File: src/hpc_pkg.sv
// shared constants and types for the half precision converter
package hpc_pkg;

    // lane count and register address width
    localparam int LANES = 2;
    localparam int AW    = 5;

    // register byte offsets
    localparam logic [4:0] OFS_CTRL = 5'h00;
    localparam logic [4:0] OFS_CMD  = 5'h04;
    localparam logic [4:0] OFS_SRC0 = 5'h08;
    localparam logic [4:0] OFS_SRC1 = 5'h0C;
    localparam logic [4:0] OFS_RES0 = 5'h10;
    localparam logic [4:0] OFS_RES1 = 5'h14;
    localparam logic [4:0] OFS_STAT = 5'h18;
    localparam logic [4:0] OFS_FEAT = 5'h1C;

    // control register fields
    localparam int CTRL_RND_LSB  = 0;
    localparam int CTRL_FLUSH    = 2;
    localparam int CTRL_MASK_LSB = 3;
    localparam int CTRL_OSX      = 8;
    localparam int CTRL_W        = 9;
    localparam logic [8:0] CTRL_RESET = 9'h0F8;

    // command register fields
    localparam int CMD_OP      = 8;
    localparam int CMD_W       = 9;
    localparam int IMM_SRC_SEL = 2;

    // flag and status positions
    localparam int NFLG     = 5;
    localparam int FLG_INV  = 0;
    localparam int FLG_DEN  = 1;
    localparam int FLG_OVF  = 2;
    localparam int FLG_UNF  = 3;
    localparam int FLG_PRC  = 4;
    localparam int STAT_VEC   = 5;
    localparam int STAT_UNDEF = 6;
    localparam int STAT_SUP = 7;
    localparam int STAT_W   = 8;

    // feature word bits
    localparam int FEAT_HALF = 29;
    localparam int FEAT_WIDE = 28;

    // number formats
    localparam int SGL_BIAS  = 127;
    localparam int HLF_BIAS  = 15;
    localparam int HLF_FRAC  = 10;
    localparam int HLF_EMIN  = -14;
    localparam int NRW_SHIFT = 13;
    localparam int SH_MAX    = 37;
    localparam logic [7:0]  SGL_EXP_ONES = 8'hFF;
    localparam logic [4:0]  HLF_EXP_ONES = 5'h1F;
    localparam logic [19:0] HLF_MAG_INF  = 20'h07C00;

    typedef enum logic [1:0] {
        HPC_RND_NEAR, HPC_RND_DOWN, HPC_RND_UP, HPC_RND_TRUNC
    } hpc_rnd_t;

    typedef enum logic {HPC_BS_IDLE, HPC_BS_ACK} hpc_bus_t;

endpackage

File: src/hpc_converter.sv
// packed half/single precision converter with avalon register slave
//
// Chosen here: the address map and register access over Avalon-MM.
`timescale 1ns/1ps
module hpc_converter (
    // clock, reset, enable
    input  wire logic                  CORE_CLK,
    input  wire logic                  RST,
    input  wire logic                  CE,
    // avalon-mm slave
    input  wire logic [hpc_pkg::AW-1:0] AVS_ADDRESS,
    input  wire logic                  AVS_READ,
    input  wire logic                  AVS_WRITE,
    input  wire logic [31:0]           AVS_WRITEDATA,
    input  wire logic [3:0]            AVS_BYTEENABLE,
    output logic      [31:0]           AVS_READDATA,
    output logic                       AVS_WAITREQUEST,
    // pipeline events
    output logic                       OP_DONE,
    output logic                       VEC_FAULT,
    output logic                       UNDEF_FAULT
);

    localparam int L = hpc_pkg::LANES;

    typedef struct packed {
        hpc_pkg::hpc_bus_t            bus;
        logic                         waitreq;
        logic [31:0]                  rdata;
        logic [hpc_pkg::CTRL_W-1:0]   ctrl;
        logic [hpc_pkg::CMD_W-1:0]    cmd;
        logic [31:0]                  src0;
        logic [31:0]                  src1;
        logic [31:0]                  res0;
        logic [31:0]                  res1;
        logic [hpc_pkg::STAT_W-1:0]   stat;
        logic [L-1:0]                 exc_lanes;
        logic                         done;
        logic                         vec;
        logic                         undef;
    } hpc_state_t;

    localparam hpc_state_t ST_RESET = '{
        bus:       hpc_pkg::HPC_BS_IDLE,
        waitreq:   1'h1,
        rdata:     32'h00000000,
        ctrl:      hpc_pkg::CTRL_RESET,
        cmd:       9'h000,
        src0:      32'h00000000,
        src1:      32'h00000000,
        res0:      32'h00000000,
        res1:      32'h00000000,
        stat:      8'h00,
        exc_lanes: 2'h0,
        done:      1'h0,
        vec:       1'h0,
        undef:     1'h0
    };

    hpc_state_t st;
    hpc_state_t next_st;

    // byte lane merge for partial writes
    function automatic logic [31:0] hpc_merge(
        input logic [31:0] old,
        input logic [31:0] wd,
        input logic [3:0]  be
    );
        logic [31:0] r;
        r = old;
        for (int i = 0; i < 4; i++) begin
            if (be[i]) begin
                r[8*i+:8] = wd[8*i+:8];
            end
        end
        return r;
    endfunction

    // single to half narrowing of one lane: {flags, half}
    function automatic logic [20:0] hpc_narrow(
        input logic [31:0] x,
        input logic [1:0]  rnd,
        input logic        flush
    );
        logic                     s;
        logic [7:0]               e;
        logic [22:0]              m;
        logic [23:0]              sig;
        int                       ex;
        logic [5:0]               sh;
        logic [87:0]              v;
        logic [10:0]              kept;
        logic                     g;
        logic                     stk;
        logic                     inc;
        logic                     tiny;
        logic [9:0]               base;
        logic [19:0]              mag;
        logic [hpc_pkg::NFLG-1:0] f;
        logic [15:0]              h;
        s   = x[31];
        e   = x[30:23];
        m   = x[22:0];
        f   = 5'h00;
        h   = 16'h0000;
        sig = {(e != 8'h00), m};
        ex  = (e == 8'h00) ? 1 - hpc_pkg::SGL_BIAS
                           : int'(e) - hpc_pkg::SGL_BIAS;
        tiny = (ex < hpc_pkg::HLF_EMIN);
        if (!tiny) begin
            sh = 6'(hpc_pkg::NRW_SHIFT);
        end else if (ex < hpc_pkg::HLF_EMIN + hpc_pkg::NRW_SHIFT
                          - hpc_pkg::SH_MAX) begin
            sh = 6'(hpc_pkg::SH_MAX);
        end else begin
            sh = 6'(hpc_pkg::NRW_SHIFT + hpc_pkg::HLF_EMIN - ex);
        end
        // wide enough that no source bit falls off the low end
        v    = {sig, 64'h0000000000000000} >> sh;
        kept = v[74:64];
        g    = v[63];
        stk  = |v[62:0];
        unique case (hpc_pkg::hpc_rnd_t'(rnd))
            hpc_pkg::HPC_RND_NEAR:  inc = g & (stk | kept[0]);
            hpc_pkg::HPC_RND_DOWN:  inc = s & (g | stk);
            hpc_pkg::HPC_RND_UP:    inc = !s & (g | stk);
            hpc_pkg::HPC_RND_TRUNC: inc = 1'h0;
        endcase
        // a denormal result carries no exponent; carry reaches min normal
        base = tiny ? 10'h000 : 10'(ex - hpc_pkg::HLF_EMIN);
        mag  = {base, 10'h000} + 20'(kept) + 20'(inc);
        if (e == hpc_pkg::SGL_EXP_ONES) begin
            if (m == 23'h000000) begin
                h = {s, hpc_pkg::HLF_EXP_ONES, 10'h000};
            end else begin
                h = {s, hpc_pkg::HLF_EXP_ONES, m[22:13]};
                if (!m[22]) begin
                    h[9]           = 1'h1;
                    f[hpc_pkg::FLG_INV] = 1'h1;
                end
            end
        end else if (sig == 24'h000000) begin
            h = {s, 15'h0000};
        end else begin
            f[hpc_pkg::FLG_DEN] = (e == 8'h00);
            f[hpc_pkg::FLG_PRC] = g | stk;
            if (mag >= hpc_pkg::HLF_MAG_INF) begin
                f[hpc_pkg::FLG_OVF] = 1'h1;
                f[hpc_pkg::FLG_PRC] = 1'h1;
                h = {s, hpc_pkg::HLF_EXP_ONES, 10'h000};
            end else if (tiny && flush) begin
                f[hpc_pkg::FLG_UNF] = 1'h1;
                f[hpc_pkg::FLG_PRC] = 1'h1;
                h = {s, 15'h0000};
            end else begin
                f[hpc_pkg::FLG_UNF] = tiny;
                h = {s, mag[14:0]};
            end
        end
        return {f, h};
    endfunction

    // command as it will stand after the current write
    logic [31:0]               cmd_merge;
    logic [hpc_pkg::CMD_W-1:0] cmd_wr;
    logic [7:0]                imm;
    logic [1:0]                rnd_sel;
    logic                      flush;
    logic [hpc_pkg::NFLG-1:0]  masks;

    assign cmd_merge = hpc_merge({23'h000000, st.cmd}, AVS_WRITEDATA,
                                 AVS_BYTEENABLE);
    assign cmd_wr  = cmd_merge[hpc_pkg::CMD_W-1:0];
    assign imm     = cmd_wr[7:0];
    assign flush   = st.ctrl[hpc_pkg::CTRL_FLUSH];
    assign masks   = st.ctrl[hpc_pkg::CTRL_MASK_LSB+:hpc_pkg::NFLG];
    // upper immediate bits are never looked at
    assign rnd_sel = imm[hpc_pkg::IMM_SRC_SEL]
                   ? st.ctrl[hpc_pkg::CTRL_RND_LSB+:2]
                   : imm[1:0];

    logic [L-1:0][31:0]               src_sgl;
    logic [L-1:0][15:0]               n_half;
    logic [L-1:0][hpc_pkg::NFLG-1:0]  n_flg;
    logic [L-1:0][31:0]               w_sgl;
    logic [L-1:0]                     w_inv;

    assign src_sgl = {st.src1, st.src0};

    // each lane has its own narrowing and widening path
    for (genvar l = 0; l < L; l++) begin : g_lane
        assign {n_flg[l], n_half[l]} =
            hpc_narrow(src_sgl[l], rnd_sel, flush);
        hpc_widen u_widen (
            .half_in    (st.src0[16*l+:16]),
            .single_out (w_sgl[l]),
            .invalid    (w_inv[l])
        );
    end

    // register read mux
    logic [31:0] rd_mux;

    always_comb begin
        rd_mux = 32'h00000000;
        unique case (AVS_ADDRESS)
            hpc_pkg::OFS_CTRL: rd_mux = {23'h000000, st.ctrl};
            hpc_pkg::OFS_CMD:  rd_mux = {23'h000000, st.cmd};
            hpc_pkg::OFS_SRC0: rd_mux = st.src0;
            hpc_pkg::OFS_SRC1: rd_mux = st.src1;
            hpc_pkg::OFS_RES0: rd_mux = st.res0;
            hpc_pkg::OFS_RES1: rd_mux = st.res1;
            hpc_pkg::OFS_STAT: rd_mux = {22'h000000, st.exc_lanes, st.stat};
            hpc_pkg::OFS_FEAT: begin
                rd_mux[hpc_pkg::FEAT_HALF] = 1'h1;
                rd_mux[hpc_pkg::FEAT_WIDE] = 1'h1;
            end
            default:           rd_mux = 32'h00000000;
        endcase
    end

    // per-lane flags of the operation being issued
    logic                              op_widen;
    logic [L-1:0][hpc_pkg::NFLG-1:0]   lane_flg;
    logic [L-1:0]                      lane_exc;
    logic [hpc_pkg::NFLG-1:0]          flg_or;
    logic                              exc;
    logic [31:0]                       wmerge;
    logic [hpc_pkg::STAT_W-1:0]        stat_clr;
    logic [hpc_pkg::STAT_W-1:0]        stat_set;
    logic                              do_write;

    always_comb begin
        op_widen = cmd_wr[hpc_pkg::CMD_OP];
        flg_or   = 5'h00;
        for (int l = 0; l < L; l++) begin
            lane_flg[l] = op_widen ? {4'h0, w_inv[l]} : n_flg[l];
            // a masked flag still sets its status bit but raises no exception
            lane_exc[l] = |(lane_flg[l] & ~masks);
            flg_or      = flg_or | lane_flg[l];
        end
        exc = |lane_exc;
    end

    always_comb begin
        next_st      = st;
        next_st.done = 1'h0;
        next_st.vec   = 1'h0;
        next_st.undef = 1'h0;
        do_write     = 1'h0;
        stat_clr     = 8'h00;
        stat_set     = 8'h00;
        wmerge       = 32'h00000000;
        unique case (st.bus)
            hpc_pkg::HPC_BS_IDLE: begin
                if (AVS_READ || AVS_WRITE) begin
                    next_st.bus     = hpc_pkg::HPC_BS_ACK;
                    next_st.waitreq = 1'h0;
                    next_st.rdata   = AVS_READ ? rd_mux : 32'h00000000;
                end
            end
            hpc_pkg::HPC_BS_ACK: begin
                next_st.bus     = hpc_pkg::HPC_BS_IDLE;
                next_st.waitreq = 1'h1;
                do_write        = AVS_WRITE;
            end
        endcase
        if (do_write) begin
            unique case (AVS_ADDRESS)
                hpc_pkg::OFS_CTRL: begin
                    wmerge = hpc_merge({23'h000000, st.ctrl},
                                       AVS_WRITEDATA, AVS_BYTEENABLE);
                    next_st.ctrl = wmerge[hpc_pkg::CTRL_W-1:0];
                end
                hpc_pkg::OFS_SRC0: begin
                    next_st.src0 = hpc_merge(st.src0, AVS_WRITEDATA,
                                             AVS_BYTEENABLE);
                end
                hpc_pkg::OFS_SRC1: begin
                    next_st.src1 = hpc_merge(st.src1, AVS_WRITEDATA,
                                             AVS_BYTEENABLE);
                end
                hpc_pkg::OFS_STAT: begin
                    wmerge   = hpc_merge(32'h00000000, AVS_WRITEDATA,
                                         AVS_BYTEENABLE);
                    stat_clr = wmerge[hpc_pkg::STAT_W-1:0];
                end
                hpc_pkg::OFS_CMD: begin
                    next_st.cmd       = cmd_wr;
                    next_st.done      = 1'h1;
                    next_st.exc_lanes = lane_exc;
                    stat_set[hpc_pkg::NFLG-1:0] = flg_or;
                    stat_set[hpc_pkg::STAT_SUP] = exc;
                    if (exc) begin
                        if (st.ctrl[hpc_pkg::CTRL_OSX]) begin
                            next_st.vec = 1'h1;
                            stat_set[hpc_pkg::STAT_VEC] = 1'h1;
                        end else begin
                            next_st.undef = 1'h1;
                            stat_set[hpc_pkg::STAT_UNDEF] = 1'h1;
                        end
                    end else if (op_widen) begin
                        next_st.res0 = w_sgl[0];
                        next_st.res1 = w_sgl[1];
                    end else begin
                        next_st.res0 = {n_half[1], n_half[0]};
                        next_st.res1 = 32'h00000000;
                    end
                    // no result is written under an unmasked exception
                end
                default: begin
                    wmerge = 32'h00000000;
                end
            endcase
        end
        // a flag set in the same cycle as its clear survives
        next_st.stat = (st.stat & ~stat_clr) | stat_set;
    end

    always_ff @(posedge CORE_CLK) begin
        if (RST) begin
            st <= ST_RESET;
        end else if (CE) begin
            st <= next_st;
        end
    end

    assign AVS_READDATA    = st.rdata;
    assign AVS_WAITREQUEST = st.waitreq;
    assign OP_DONE         = st.done;
    assign VEC_FAULT       = st.vec;
    assign UNDEF_FAULT     = st.undef;

endmodule // hpc_converter

File: src/hpc_widen.sv
// one lane of half to single precision widening
`timescale 1ns/1ps
module hpc_widen (
    // lane operand
    input  wire logic [15:0] half_in,
    // lane result
    output logic      [31:0] single_out,
    output logic             invalid
);

    logic       s;
    logic [4:0] e;
    logic [9:0] f;
    logic [3:0] p;
    logic [9:0] fn;

    always_comb begin
        s = half_in[15];
        e = half_in[14:10];
        f = half_in[9:0];
        p = 4'h0;
        for (int i = 0; i < hpc_pkg::HLF_FRAC; i++) begin
            if (f[i]) begin
                p = 4'(i);
            end
        end
        fn = 10'(f << (4'hA - p));
        invalid = 1'h0;
        if (e == hpc_pkg::HLF_EXP_ONES) begin
            single_out = {s, hpc_pkg::SGL_EXP_ONES, f, 13'h0000};
            if (f != 10'h000 && !f[9]) begin
                // signaling nan is quieted and reported
                single_out[22] = 1'h1;
                invalid = 1'h1;
            end
        end else if (e == 5'h00 && f == 10'h000) begin
            single_out = {s, 31'h00000000};
        end else if (e == 5'h00) begin
            // denormal source widens exactly, denormal flag untouched
            single_out = {s,
                8'(int'(p) + 1 - hpc_pkg::HLF_BIAS - hpc_pkg::HLF_FRAC
                   + hpc_pkg::SGL_BIAS),
                fn, 13'h0000};
        end else begin
            single_out = {s,
                8'(int'(e) + hpc_pkg::SGL_BIAS - hpc_pkg::HLF_BIAS),
                f, 13'h0000};
        end
    end

endmodule // hpc_widen
File: config.mk
export PLATFORM = sky130hd
export DESIGN_NAME = hpc_converter
export DESIGN_NICKNAME = d
export VERILOG_FILES = /design/src/hpc_pkg.sv /design/src/hpc_converter.sv /design/src/hpc_widen.sv
export SDC_FILE = /design/constraint.sdc
export NUM_CORES = 1
export LEC_CHECK = 0
export ABC_AREA = 1
export ABC_CLOCK_PERIOD_IN_PS = 7700
export BUFFER_PORTS_ARGS = -buffer_cell sky130_fd_sc_hd__buf_2
export CAP_MARGIN = 40
export CORE_MARGIN = 3
export CORE_UTILIZATION = 35
export CTS_CLUSTER_DIAMETER = 30
export CTS_CLUSTER_SIZE = 25
export DETAILED_ROUTE_END_ITERATION = 6
export GPL_TIMING_DRIVEN = 0
export SLEW_MARGIN = 20
export SYNTH_ARGS = -nofsm -noshare
export SYNTH_HDL_FRONTEND = slang
export SYNTH_HIERARCHICAL = 1
export SYNTH_SLANG_ARGS = --single-unit
File: constraint.sdc
create_clock -name CORE_CLK -period 7.7 [get_ports CORE_CLK]
set_input_delay 0.385 -clock CORE_CLK [delete_from_list [all_inputs] [get_ports CORE_CLK]]
set_output_delay 0.385 -clock CORE_CLK [all_outputs]
set_load 0.01 [all_outputs]
==> flow_metrics.env <==
export IMPL_ant_nets=0
export IMPL_die_area_um2=51600
export IMPL_vias=20344
export IMPL_drtPass1Iterations=6
export IMPL_fillCellCount=5476
export IMPL_finalWirelength_mm=72.7
export IMPL_syn_avg_cell_area_um2=5.77
export IMPL_yosysUniqueCellTypes=56
export IMPL_crit_path_top_delay_cell="dfxtp_2"
export IMPL_cts_tree="done"
export IMPL_coreArea_um2=48000
export IMPL_clockBufferDepth=2
export IMPL_multi_input_area_um2=11000
export IMPL_post_route_cells_drive_above_1_share_pct=12.2
export IMPL_critPathCaptureType="flip-flop"
export IMPL_status="complete, no violations"
export IMPL_use_met3_pct=3.61
export IMPL_antenna_found_initial=0
export IMPL_syn_area_um2=17100
export IMPL_tightestPinTransition_ps=896
export IMPL_synth_top_area_share_pct=22.6
export IMPL_cts_root_buf="clkbuf_16"
export IMPL_ios=82
export IMPL_routed_via_density=5.47
export IMPL_finalCriticalPeriod_ps=7210
export IMPL_criticalPathCategory="flip-flop to flip-flop"
export IMPL_slew_violations=0
export IMPL_finalSetupViolCount=0
export IMPL_synth_cells=2965
export IMPL_hold_violations=0
export IMPL_grtUsageMet2_pct=44.0
export IMPL_peakVddDrop_v=0.000136
export IMPL_cp_required_ps=8040
export IMPL_postPlaceCellArea_um2=18400
export IMPL_dp_cells=3685
export IMPL_post_drt_wl_per_cell_um=19.5
export IMPL_cts_buffers=17
export IMPL_io_buffers=80
export IMPL_p_per_area_nw_per_um2=108
export IMPL_grt_pass1_vias=18302
export IMPL_cp_arrival_ps=7540
export IMPL_max_cap_viol_count=0
export IMPL_die_w_um=227
export IMPL_clock_sinks=193
export IMPL_fin_setup_tns_ps=0
export IMPL_dp_hpwl_mm=59.3
export IMPL_final_design_area_no_fill_um2=19000
export IMPL_yosysSeqAreaShare_pct=22.6
export IMPL_yosys_warnings=6
export IMPL_grt_usage_pct=27.5
export IMPL_fin_nets=3166
export IMPL_synth_edf_count=0
export IMPL_max_stage_delay_ps=380
export IMPL_overflow=0
export IMPL_max_slew_margin_rel_pct=39.8
export IMPL_clk_pin_slew_ps=70
export IMPL_grt_max_degree=19
export IMPL_row_count=80
export IMPL_seqCellArea_um2=3870
export IMPL_grt_pass1_wl_mm=109
export IMPL_synth_seq_cells=193
export IMPL_skew_ps=15.2
export IMPL_startpoint_type="flip-flop"
export IMPL_die_h_um=227
export IMPL_p_total_mw=2.05
export IMPL_min_period_over_period_pct=93.6
export IMPL_crit_fanout=10
export IMPL_initial_utilization_pct=35.6
export IMPL_place_gp_congestion=1.02
export IMPL_drcViolationCount=0
export IMPL_htreeDepth=4
export IMPL_busiest_layer="met2"
export IMPL_synthFlopType="dfxtp_1"
export IMPL_grtUsageMet1_pct=36.7
export IMPL_critical_path_most_common_cell="nand2_1"
export IMPL_drt_iter0_markers=2359
export IMPL_pre_cts_slack_ps=487
export IMPL_synthToLayoutAreaGrowth_pct=11.1
export IMPL_hold_class="input pin to flip-flop"
export IMPL_setup_slack_ps=494
export IMPL_clock_latency_ps=460
export IMPL_leakagePower_nw=8.75
export IMPL_yosysTopAreaCell="dfxtp_1"
export IMPL_synth_area_top_cells="dfxtp_1, nand2_1, nand3_1"
export IMPL_utilization_pct=39.6
export IMPL_stdcell_count=3722
export IMPL_fmax_ghz=0.139
export IMPL_whs_ps=244
export IMPL_async_flop_share_pct=0
-- timing repair --
action / in CTS / in global routing
resized for setup: 0 / 6
hold buffers: 0 / 0
buffers inserted: 0 / 2
endpoints found under the setup margin: 0 / 68
-- synthesized netlist by cell type, types with 3 or more instances --
library cell  number
a211oi_1           5
a21oi_1          221
a221oi_1           8
a22o_1             5
a31oi_1            4
and2_1             8
buf_2             44
buf_4             74
buf_6             15
clkbuf_1          64
clkinv_1           6
dfxtp_1          193
ha_1              28
inv_1            265
inv_2             35
mux2i_1            8
nand2_1          836
nand2_2           24
nand2_4            5
nand3_1          405
nand3_2            3
nand4_1           77
nor2_1           252
nor2_2            26
nor2_4             8
nor3_1            19
nor4_1            11
o211ai_1          10
o21ai_0          193
o21ai_1           13
o22a_1             6
o22ai_1           29
or2_2             12
xnor2_1            5
xor2_1            11
-- critical path: cells and delay by family, from the launching register on --
| kind | cells | cell delay, ps |
|---|---|---|
| AOI/OAI and AO/OA | 4 | 890 |
| adders and majority gates | 3 | 590 |
| buffers and inverters | 5 | 910 |
| DFF | 1 | 380 |
| and+or+nand+nor | 33 | 4320 |
-- final cells by class --
cell class | count | area share [%]
diodes | 2 | 0.0263
plain buffers | 199 | 6.27
clock buffers | 20 | 2.40
clock inverters | 12 | 0.631
inverters | 306 | 6.04
multi-input cells | 2291 | 57.9
flip-flops and latches | 193 | 20.3
well taps | 615 | 4.04
repair buffers | 84 | 2.32
-- layer usage --
metal	wire length, um	vias to the layer above
met5	0	-
met4	3850	0
met3	6070	156
met2	32100	950
met1	30700	9279
li1	-	9959
-- placed cells by master, fill, tap and decap left out, types with 6 or more instances in the layout --
| cell | count |
|---|---|
| a221oi_1 | 8 |
| o22a_1 | 6 |
| nand2_1 | 836 |
| nor2_1 | 252 |
| inv_1 | 265 |
| o22ai_1 | 29 |
| o21ai_1 | 13 |
| nand3_1 | 405 |
| clkinv_1 | 6 |
| o211ai_1 | 10 |
| or2_2 | 12 |
| ha_1 | 28 |
| nor3_1 | 17 |
| clkinv_4 | 7 |
| clkbuf_16 | 17 |
| buf_6 | 15 |
| xor2_1 | 11 |
| nand4_1 | 77 |
| nand2_2 | 24 |
| inv_2 | 35 |
| a21oi_1 | 221 |
| o21ai_0 | 193 |
| nor2_4 | 9 |
| mux2i_1 | 8 |
| nor2_2 | 25 |
| buf_2 | 125 |
| conb_1 | 26 |
| nor4_1 | 11 |
| and2_1 | 8 |
| dfxtp_1 | 190 |
| buf_4 | 76 |
| clkbuf_1 | 64 |
-- worst paths after layout --
path / start / end / slack [ps] / cells past startpoint
worst max-delay path: src_sgl[24] / st[69] / 490 / 45
worst min-delay path: AVS_WRITEDATA[25] / src_sgl[57] / 240 / 3
worst max register to register: src_sgl[24] / st[69] / 490 / 45
worst min register to register: st[144] / st[144] / 460 / 2
-- kinds of logic after synthesis --
logic type,Yosys count,synth area share [%]
DFF,193,22.6
muxes,8,0.468
adders and majority gates,28,2.05
xor gates and xnor gates,18,1.01
other,2,0.0439
and+or+nand+nor,1698,43.9
buffers and inverters,505,13.7
AOI/OAI and AO/OA,513,16.2
-- registers in the layout, indices dropped and copies added (netlist names) --
| register | count |
|---|---|
| VEC_FAULT | 1 |
| OP_DONE | 1 |
| masks | 5 |
| AVS_READDATA | 32 |
| src_sgl | 64 |
| AVS_WAITREQUEST | 1 |
| st | 87 |
| UNDEF_FAULT | 1 |
| flush | 1 |
-- power breakdown --
group | internal, mW | switching (mW)
registers | 0.999 | 0.00162
logic | 0.0462 | 0.113
clock network | 0.445 | 0.449
No activity file was read; power rests on OpenSTA's default activity.
